[config.mk]
export PLATFORM = sky130hd
export DESIGN_NAME = nsov_relay
export DESIGN_NICKNAME = d
export VERILOG_FILES = /design/src/logic/nsov_pkg.sv /design/src/logic/nsov_relay.sv
export VERILOG_INCLUDE_DIRS = /design/src /design/src/logic
export SDC_FILE = /design/constraint.sdc
export NUM_CORES = 1
export LEC_CHECK = 0
export ABC_AREA = 1
export BUFFER_PORTS_ARGS = -buffer_cell sky130_fd_sc_hd__buf_2
export CAP_MARGIN = 20
export CORE_MARGIN = 5
export CORE_UTILIZATION = 50
export DETAILED_ROUTE_END_ITERATION = 7
export PLACE_DENSITY_LB_ADDON = 0.25
export SLEW_MARGIN = 0
export SYNTH_ARGS = -nofsm -noshare
export SYNTH_HDL_FRONTEND = slang
export SYNTH_SLANG_ARGS = --single-unit
[constraint.sdc]
create_clock -name I_REF_CLK -period 27.6 [get_ports I_REF_CLK]
set_input_delay 2.76 -clock I_REF_CLK [delete_from_list [all_inputs] [get_ports I_REF_CLK]]
set_output_delay 2.76 -clock I_REF_CLK [all_outputs]
set_load 0.01 [all_outputs]
[src/logic/nsov_map.svh]
// Purpose: constants for the negative-sequence overvoltage relay
// Assumes: 10 MHz processing clock
// Notes: offsets are word indices on the plain register port
`ifndef NSOV_MAP_SVH
`define NSOV_MAP_SVH

// ----------------------------------------
// register indices
// ----------------------------------------
`define NSOV_ADR_CTRL 4'h0
`define NSOV_ADR_LEVEL 4'h1
`define NSOV_ADR_DELAY 4'h2
`define NSOV_ADR_NOM 4'h3
`define NSOV_ADR_STAT 4'h4
`define NSOV_ADR_NEG 4'h5
`define NSOV_ADR_ISTAT 4'h6
`define NSOV_ADR_IMASK 4'h7

// ----------------------------------------
// field positions
// ----------------------------------------
`define NSOV_CTRL_MODE 0
`define NSOV_CTRL_SONLY 1
`define NSOV_EV_START 0
`define NSOV_EV_TRIP 1

// ----------------------------------------
// reset values and setting limits
// ----------------------------------------
`define NSOV_LEVEL_RST 6'h1e
`define NSOV_LEVEL_MIN 16'h0002
`define NSOV_LEVEL_MAX 16'h0028
`define NSOV_DELAY_RST 16'h0064
`define NSOV_DELAY_MIN 16'h0032
`define NSOV_DELAY_MAX 16'hea60
`define NSOV_NOM_RST 16'h1000

// ----------------------------------------
// timing
// ----------------------------------------
`define NSOV_MS_NS 1000000
`define NSOV_CLK_NS 100

`endif

[src/logic/nsov_pkg.sv]
// Purpose: types of the negative-sequence overvoltage relay
// Assumes: nothing
// Notes: all relay state lives in one packed struct
package nsov_pkg;

    // one-hot characteristic states
    typedef enum logic [2:0] {
        ST_IDLE = 3'h1,
        ST_TIMING = 3'h2,
        ST_TRIPPED = 3'h4
    } nsov_state_t;

    // complete register state of the relay
    typedef struct packed {
        logic mode;
        logic sonly;
        logic [5:0] level;
        logic [15:0] delay;
        logic [15:0] nom;
        logic [15:0] neg;
        logic above;
        nsov_state_t st;
        logic [13:0] pre;
        logic [15:0] ms;
        logic [1:0] ist;
        logic [1:0] imsk;
        logic gst;
        logic gtr;
        logic irq;
        logic [15:0] rdata;
    } nsov_regs_t;

endpackage

[src/logic/nsov_relay.sv]
// Purpose: definite-time negative-sequence overvoltage relay
// Assumes: magnitudes arrive from logic on the same clock
// Notes: 16-bit register port, read data one cycle late
//
// Chosen here: the plain strobed port and the placing of the registers.
`timescale 1ns/1ps
`include "nsov_map.svh"

// Operation
// - derive negative-sequence magnitude from three phases
// - start when above percent start level
// - count millisecond delay while started
// - trip only after full uninterrupted delay
// - start-only setting suppresses general trip
// - decision combines start, trip, option, block
// - block input forces both outputs low
// - mode off disables the function
// - trip needs expiry and tripping selected
module nsov_relay #(
    parameter int MS_CYC = `NSOV_MS_NS / `NSOV_CLK_NS
) (
    input wire logic I_REF_CLK,
    input wire logic I_RESET,
    input wire logic [15:0] I_PH1_MAG,
    input wire logic [15:0] I_PH2_MAG,
    input wire logic [15:0] I_PH3_MAG,
    input wire logic I_FUNC_BLOCK,
    input wire logic [3:0] I_ADDR,
    input wire logic [15:0] I_WDATA,
    input wire logic I_WR,
    input wire logic I_RD,
    output logic [15:0] O_RDATA,
    output logic O_GEN_START,
    output logic O_GEN_TRIP,
    output logic O_IRQ
);

    // ----------------------------------------
    // helper functions
    // ----------------------------------------

    // magnitude-only estimate: spread of phases / 3
    // exact only with phase angles; this is the
    // cheap imbalance measure we can afford here
    // one phase off by d from the others gives d / 3
    function automatic logic [15:0] neg_seq(
        input logic [15:0] a,
        input logic [15:0] b,
        input logic [15:0] c
    );
        logic [15:0] mx;
        logic [15:0] mn;
        logic [31:0] prod;
        mx = a;
        mn = a;
        if (b > mx) begin
            mx = b;
        end
        if (c > mx) begin
            mx = c;
        end
        if (b < mn) begin
            mn = b;
        end
        if (c < mn) begin
            mn = c;
        end
        // times 21846 / 65536 is one third
        prod = 32'(mx - mn) * 32'h5556;
        return prod[31:16];
    endfunction

    // hold a written setting inside its range
    function automatic logic [15:0] clamp(
        input logic [15:0] v,
        input logic [15:0] lo,
        input logic [15:0] hi
    );
        logic [15:0] r;
        r = v;
        if (v < lo) begin
            r = lo;
        end else if (v > hi) begin
            r = hi;
        end
        return r;
    endfunction

    // ----------------------------------------
    // state
    // ----------------------------------------
    localparam nsov_pkg::nsov_regs_t RST_VAL = '{
        mode: 1'b0,
        sonly: 1'b0,
        level: `NSOV_LEVEL_RST,
        delay: `NSOV_DELAY_RST,
        nom: `NSOV_NOM_RST,
        neg: 16'h0,
        above: 1'b0,
        st: nsov_pkg::ST_IDLE,
        pre: 14'h0,
        ms: 16'h0,
        ist: 2'h0,
        imsk: 2'h0,
        gst: 1'b0,
        gtr: 1'b0,
        irq: 1'b0,
        rdata: 16'h0
    };

    nsov_pkg::nsov_regs_t s_q; // registered state
    nsov_pkg::nsov_regs_t s_d; // next state
    logic enabled; // mode on and not blocked
    logic tick; // one-cycle 1 ms enable
    logic [23:0] lhs; // neg magnitude times 100
    logic [23:0] rhs; // level percent times nominal
    logic [15:0] lvl16; // clamped level write

    // ----------------------------------------
    // next-state logic
    // ----------------------------------------

    // one process computes everything
    always_comb begin
        s_d = s_q;
        lvl16 = clamp(I_WDATA, `NSOV_LEVEL_MIN, `NSOV_LEVEL_MAX);

        // preparatory stage, one cycle of latency
        s_d.neg = neg_seq(I_PH1_MAG, I_PH2_MAG, I_PH3_MAG);

        // percent compare without a divider
        // widest product is 0xffff * 100, well inside 24 bits
        lhs = 24'(s_q.neg) * 24'h64;
        rhs = 24'(s_q.level) * 24'(s_q.nom);
        s_d.above = lhs > rhs;

        // function off or blocked
        enabled = s_q.mode && !I_FUNC_BLOCK;

        // millisecond divider runs only while timing
        // the 14-bit prescaler caps MS_CYC at 16384
        tick = s_q.pre == 14'(MS_CYC - 1);

        // definite-time characteristic
        unique case (s_q.st)
            nsov_pkg::ST_IDLE: begin
                s_d.pre = 14'h0;
                s_d.ms = 16'h0;
                if (s_q.above) begin
                    s_d.st = nsov_pkg::ST_TIMING;
                end
            end
            nsov_pkg::ST_TIMING: begin
                if (tick) begin
                    // count elapsed milliseconds
                    s_d.pre = 14'h0;
                    s_d.ms = s_q.ms + 16'h1;
                    if (s_q.ms + 16'h1 >= s_q.delay) begin
                        s_d.st = nsov_pkg::ST_TRIPPED;
                    end
                end else begin
                    s_d.pre = s_q.pre + 14'h1;
                end
            end
            nsov_pkg::ST_TRIPPED: begin
                // hold until the voltage drops
                s_d.pre = 14'h0;
            end
        endcase

        // drop-out or disable restarts the timer
        // placed after the case so it overrides any state move
        if (!s_q.above || !enabled) begin
            s_d.st = nsov_pkg::ST_IDLE;
            s_d.pre = 14'h0;
            s_d.ms = 16'h0;
        end

        // decision logic
        s_d.gst = enabled && s_q.st != nsov_pkg::ST_IDLE;
        s_d.gtr = enabled && !s_q.sonly
            && s_q.st == nsov_pkg::ST_TRIPPED;

        // sticky events; a set beats a clear
        // the clear goes first so a same-cycle set survives
        if (I_WR && I_ADDR == `NSOV_ADR_ISTAT) begin
            s_d.ist = s_q.ist & ~I_WDATA[1:0];
        end
        if (s_d.gst && !s_q.gst) begin
            s_d.ist[`NSOV_EV_START] = 1'b1;
        end
        if (s_d.gtr && !s_q.gtr) begin
            s_d.ist[`NSOV_EV_TRIP] = 1'b1;
        end
        s_d.irq = |(s_q.ist & s_q.imsk);

        // register writes
        // settings out of range are pulled to the nearest limit
        if (I_WR) begin
            unique case (I_ADDR)
                `NSOV_ADR_CTRL: begin
                    s_d.mode = I_WDATA[`NSOV_CTRL_MODE];
                    s_d.sonly = I_WDATA[`NSOV_CTRL_SONLY];
                end
                `NSOV_ADR_LEVEL: begin
                    s_d.level = lvl16[5:0];
                end
                `NSOV_ADR_DELAY: begin
                    s_d.delay = clamp(I_WDATA, `NSOV_DELAY_MIN,
                        `NSOV_DELAY_MAX);
                end
                `NSOV_ADR_NOM: begin
                    s_d.nom = I_WDATA;
                end
                `NSOV_ADR_IMASK: begin
                    s_d.imsk = I_WDATA[1:0];
                end
                default: begin
                    // read-only, unmapped or ISTAT (cleared above): no setting changes
                end
            endcase
        end

        // read data stand one cycle only
        // idle zero keeps an or-ed read bus quiet
        s_d.rdata = 16'h0;
        if (I_RD) begin
            unique case (I_ADDR)
                `NSOV_ADR_CTRL: begin
                    s_d.rdata = {14'h0, s_q.sonly, s_q.mode};
                end
                `NSOV_ADR_LEVEL: begin
                    s_d.rdata = {10'h0, s_q.level};
                end
                `NSOV_ADR_DELAY: begin
                    s_d.rdata = s_q.delay;
                end
                `NSOV_ADR_NOM: begin
                    s_d.rdata = s_q.nom;
                end
                `NSOV_ADR_STAT: begin
                    // live state of the relay
                    s_d.rdata = {12'h0, s_q.gtr, s_q.gst,
                        s_q.st == nsov_pkg::ST_TRIPPED, s_q.above};
                end
                `NSOV_ADR_NEG: begin
                    s_d.rdata = s_q.neg;
                end
                `NSOV_ADR_ISTAT: begin
                    s_d.rdata = {14'h0, s_q.ist};
                end
                `NSOV_ADR_IMASK: begin
                    s_d.rdata = {14'h0, s_q.imsk};
                end
                default: begin
                    // unmapped reads as zero
                    s_d.rdata = 16'h0;
                end
            endcase
        end
    end

    // ----------------------------------------
    // state register
    // ----------------------------------------

    // synchronous reset to constants
    // settings return to defaults with the function off
    always_ff @(posedge I_REF_CLK) begin
        if (I_RESET) begin
            s_q <= RST_VAL;
        end else begin
            s_q <= s_d;
        end
    end

    // outputs straight from flip-flops
    assign O_GEN_START = s_q.gst;
    assign O_GEN_TRIP = s_q.gtr;
    assign O_IRQ = s_q.irq;
    assign O_RDATA = s_q.rdata;
endmodule

**Word-level counts from Yosys, hierarchy flattened**

Cells that the tools add are included.

- Bits in registers: 113
- Latch bits: 0
- RAM bits: 0
- Bits in read-only memories: 0
- Input bits: 73
- Output and inout port bits: 19
- Word-level logic and storage cells: 101
- Memories kept: 0

- Add/subtract/negate cells: 3
- Multiply operators: 3
- Divide/modulo/power cells: 0
- Magnitude comparators: 10
- Equality and inequality tests: 15
- Shifts and indexed selects: 0
- Mux-type cells: 20
- Bitwise logic cells: 4
- Reduce and logical (&&, ||, !) cells: 29

Operators with widths:

| kind | count |
|---|---|
| one-hot mux 16 bit (8 select lines) | 1 |
| two-way mux 16 bit | 7 |
| > comparator 16 bit | 2 |
| < comparator 16 bit | 2 |
| multiplier 32 x 14 -> 31 bit, second input constant | 1 |
| one-hot mux 16 bit (2 select lines) | 1 |
| one-hot mux 14 bit (2 select lines) | 1 |
| > comparator 23 x 22 -> 1 bit | 1 |
| multiplier 6 x 16 -> 22 bit | 1 |
| multiplier 16 x 5 -> 21 bit, second input constant | 1 |
| subtractor 16 x 16 -> 17 bit | 1 |
| adder 16 x 1 -> 16 bit, second input constant | 1 |
| == test 4 x 3 -> 1 bit, second input constant | 4 |
| >= comparator 16 bit | 1 |
| > comparator 16 bit, second input constant | 1 |
| > comparator 16 x 6 -> 1 bit, second input constant | 1 |
| < comparator 16 x 2 -> 1 bit, second input constant | 1 |
| < comparator 16 x 6 -> 1 bit, second input constant | 1 |
| adder 14 x 1 -> 14 bit, second input constant | 1 |
| == test 14 bit, second input constant | 1 |
| two-way mux 14 bit | 1 |
| two-way mux 6 bit | 2 |
| AND reduction 2 bit | 6 |
| two-way mux 3 bit | 3 |
| other kinds (20) | 41 |

**Depth between registers and ports, before layout**

- Depth in word-level cells: 6
- Mapped depth: 58
- Gate-level depth less buffers: 57

**Least setup slack after synthesis**

OpenSTA, ideal clock, no wires.

- Path kind: input to register
- Start: in I_PH1_MAG[15]
- End: reg s_q[70] in the netlist's numbering
- Library setup time: 0.115 ns
- Arrival time: 11.163 ns
- Data required time: 27.485 ns
- Setup slack: 16.322 ns
- Stages on the path: 43
- Buffers on the path: 2
- Path through: inv_1 -> ha_1 -> nand2_1 -> nor3_2 -> nand2_1 -> nand2_2 -> clkbuf_1 -> nand2_1 -> o21ai_0 -> ha_1 -> a21oi_1 -> nand3b_1 -> a21oi_1 -> a2111oi_2 -> buf_2 -> nand3_1 -> nand2_1 -> ha_1 -> [... 7 more ...] -> inv_1 -> ha_1 -> ha_1 -> inv_1 -> fa_1 -> inv_1 -> fa_1 -> fa_1 -> fa_1 -> ha_1 -> a21oi_1 -> inv_1 -> a21oi_1 -> o21ai_0 -> a221oi_1 -> nand3_1 -> nand2_1 -> nor2_1

- Cells in the longest elaborated chain, start to end: 6
- Elaborated cells on any way between the ends: 10
- Classes of those cells: 1 x add/sub; 1 x mul; 4 x order compare; 4 x mux

Ends and longest elaborated chain:

| what | RTL line | RTL |
|---|---|---|
| start: declaration | nsov_relay.sv:24 | `input wire logic [15:0] I_PH1_MAG,` |
| > comparator 16 bit or < comparator 16 bit (tied branches) | nsov_relay.sv:56, nsov_relay.sv:62 |  |
| two-way mux 16 bit, on equally long branches | nsov_relay.sv:56, nsov_relay.sv:62 |  |
| > comparator 16 bit or < comparator 16 bit (tied branches) | nsov_relay.sv:59, nsov_relay.sv:65 |  |
| two-way mux 16 bit, on equally long branches | nsov_relay.sv:59, nsov_relay.sv:65 |  |
| subtractor 16 x 16 -> 17 bit (*) | nsov_relay.sv:69 | `prod = 32'(mx - mn) * 32'h5556;` |
| multiplier 32 x 14 -> 31 bit (*) | nsov_relay.sv:69 |  |
| end signal: assignment | nsov_relay.sv:271 | `s_q <= RST_VAL;` |
| end signal: assignment | nsov_relay.sv:273 | `s_q <= s_d;` |
| end: declaration | nsov_relay.sv:111 | `nsov_pkg::nsov_regs_t s_q;` |

Every way passes the cells marked *; elsewhere a longest branch is shown, timed or not.
A chain may end at the register's enable or synchronous reset.

**Worst setup path after layout**

- Start: in I_PH1_MAG[11]
- End: reg s_q[69] in the netlist's numbering

The elaborated chain is that of the path after synthesis.

==> qor.yml <==
status: "complete, no violations"
cts.sinks: 113
cp_slowest_stage_delay_ns: 0.65
synth_ff_type: "dfxtp_1"
reg2reg_depth: 23
h-tree-depth: 4
maxCapViolations: 0
synth_edf_count: 0
drcViolationCount: 0
post_cts_buffers: 0
slew_violations: 0
yosysWarnings: 0
path_class: "input pin to register"
fp.dieH_um: 196.3
fin_crit_sh: 0.4792
die_w_um: 196.3
grt_antenna_before_repair: 0
overflow: 0
netlist_instances: 2405
wl_per_cell_um: 15.41
wirelength_um: 44970
hpwlAfterDp_um: 37960
synthToLayoutAreaGrowth_pct: 7.348
synthDistinctLibCells: 57
portBuffers: 91
hold_buffers: 0
ant_nets: 0
grt_max_degree: 44
place_ws_ns: 13.99
worstMarginPinSlew_ns: 0.8973
crit_path_end_kind: "register"
placedCellCount: 2887
slowest_stage: "nand2_1"
cts_buffer_depth: 2
setup_tns_ns: 0
hold_violations: 0
clock_skew_ns: 0.006607
reg2reg_slack_ns: 21.89
vias_per_cell: 5.319
synthArstFlopShare: 0
grt_pass1_vias: 15540
ys_seq_elements: 113
critPathRequiredTime_ns: 27.96
finalSetupViolCount: 0
cts_made_buffers: 17
worstHoldPathCells: 2
start_kind: "input pin"
dieArea_sq_um: 38530
crit_path_frequent_cell: "nand2_1"
startpoint: "I_PH1_MAG[11]"
holdCritPathClass: "register to register"
cp.arrival_ns: 13.59
gp_congestion: 0.9654
start_util: 0.5048
insertion_delay_ns: 0.42
r2r_start: "s_q[110]"
mappedNetlistArea_sq_um: 17350
post_cts_resized: 0
core_sq_um: 34370
cp_max_fo: 32
cts.clk_slew.worst_paths_ns: 0.05
layoutNonFillerInstCount: 2919
clockRootBuffer: "clkbuf_16"
vias: 15530
rows: 68
avgSynthCellArea_sq_um: 7.215
setup.worst_path.end: "s_q[69]"
drt_first_iter_violations: 917
synth_nets: 2899
rsz0062_at_grt: "no"
grt_use_total: 0.2333
drtPass1Iterations: 5
cts_tree: "done"
grt_pass1_wl_um: 74550
io_pins: 92
fin_nets: 2945
maxSlewHeadroom: 0.4007
setup_ws_ns: 14.37
drive_gt1_frac: 0.06496
synth-seq-area-share: 0.1304
fmax_mhz: 75.61
fin_crit_ns: 13.23
r2r-end: "s_q[56]"
-- registers in the layout (all words and copies together) (netlist names) --
name         cells
O_GEN_START      1
O_GEN_TRIP       1
O_IRQ            1
O_RDATA         16
s_q             94
-- worst min path at each step --
stage                 start       to
finish              s_q[31]  s_q[31]
floorplan           s_q[39]  s_q[39]
detailed placement  s_q[96]  s_q[96]
global placement    s_q[39]  s_q[39]
global route        s_q[96]  s_q[96]
CTS                 s_q[96]  s_q[96]
-- cells by family after synthesis --
logic type	after synthesis	share of synthesized area
multiplexers	1	0.0005769
flip-flops	113	0.1304
AND/OR/NAND/NOR	804	0.1939
buffers and inverters	570	0.1277
adder cells (fa/ha/maj)	421	0.3719
AO/OA/AOI/OAI	418	0.1357
XOR/XNOR	78	0.03980
-- cells in the final DEF (no fill, tap or decap), types with 27 or more instances in the layout --
| cell type | instances |
|---|---|
| inv_1 | 496 |
| nand2_1 | 491 |
| ha_1 | 263 |
| a21oi_1 | 178 |
| fa_1 | 158 |
| nor2_1 | 141 |
| o21ai_0 | 139 |
| dfxtp_1 | 113 |
| buf_2 | 91 |
| nand3_1 | 74 |
| xor2_1 | 50 |
| nor3_1 | 33 |
| xnor2_1 | 27 |
-- Yosys cell counts, types with 12 or more instances --
master | number | area [sq um]
a211oi_1 | 12 | 90.09
a21oi_1 | 178 | 890.9
a31oi_1 | 12 | 75.07
buf_4 | 16 | 120.1
clkbuf_1 | 39 | 146.4
dfxtp_1 | 113 | 2262
fa_1 | 158 | 3163
ha_1 | 263 | 3291
inv_1 | 496 | 1862
nand2_1 | 491 | 1843
nand3_1 | 74 | 370.4
nand4_1 | 20 | 125.1
nor2_1 | 141 | 529.3
nor3_1 | 33 | 165.2
o21ai_0 | 139 | 695.7
xnor2_1 | 27 | 236.5
xor2_1 | 50 | 437.9
-- stage by stage --
stage	cell area [sq um]	hold slack, ns	util
after global placement	18070	0.4292	0.5258
after floorplan	17350	0.4176	-
after detailed placement	18070	0.4553	0.5258
final	18630	0.4631	0.5419
after global routing	18620	0.4826	0.5418
after CTS	18620	0.4636	0.5418
-- metal layers --
layer	vias to the layer above	GRT usage	wire, um
li1	7751	-	-
met1	7354	0.2977	19600
met2	355	0.4233	22580
met3	65	0.02129	1841
met4	0	0.06051	949
met5	-	0	0
-- worst max-delay path: cells and delay by family --
| family | cells | cell delay (ns) |
|---|---|---|
| compound gates | 8 | 1.72 |
| simple gates | 19 | 3.30 |
| buf+inv | 9 | 1.39 |
| fa+ha+maj | 11 | 4.40 |
-- area by class of cell --
class | instances | area [sq um]
multi-input combinational | 1722 | 12870
inverter | 502 | 1884
tap | 455 | 569.3
sequential | 113 | 2262
timing repair buffer | 95 | 485.5
clock inverter | 9 | 85.08
fill | 3367 | 15750
clock buffer | 22 | 464.2
antenna | 1 | 2.502
Power is not shown: default switching activity piles up to over one toggle a cycle in this logic, so the estimate is an artifact.
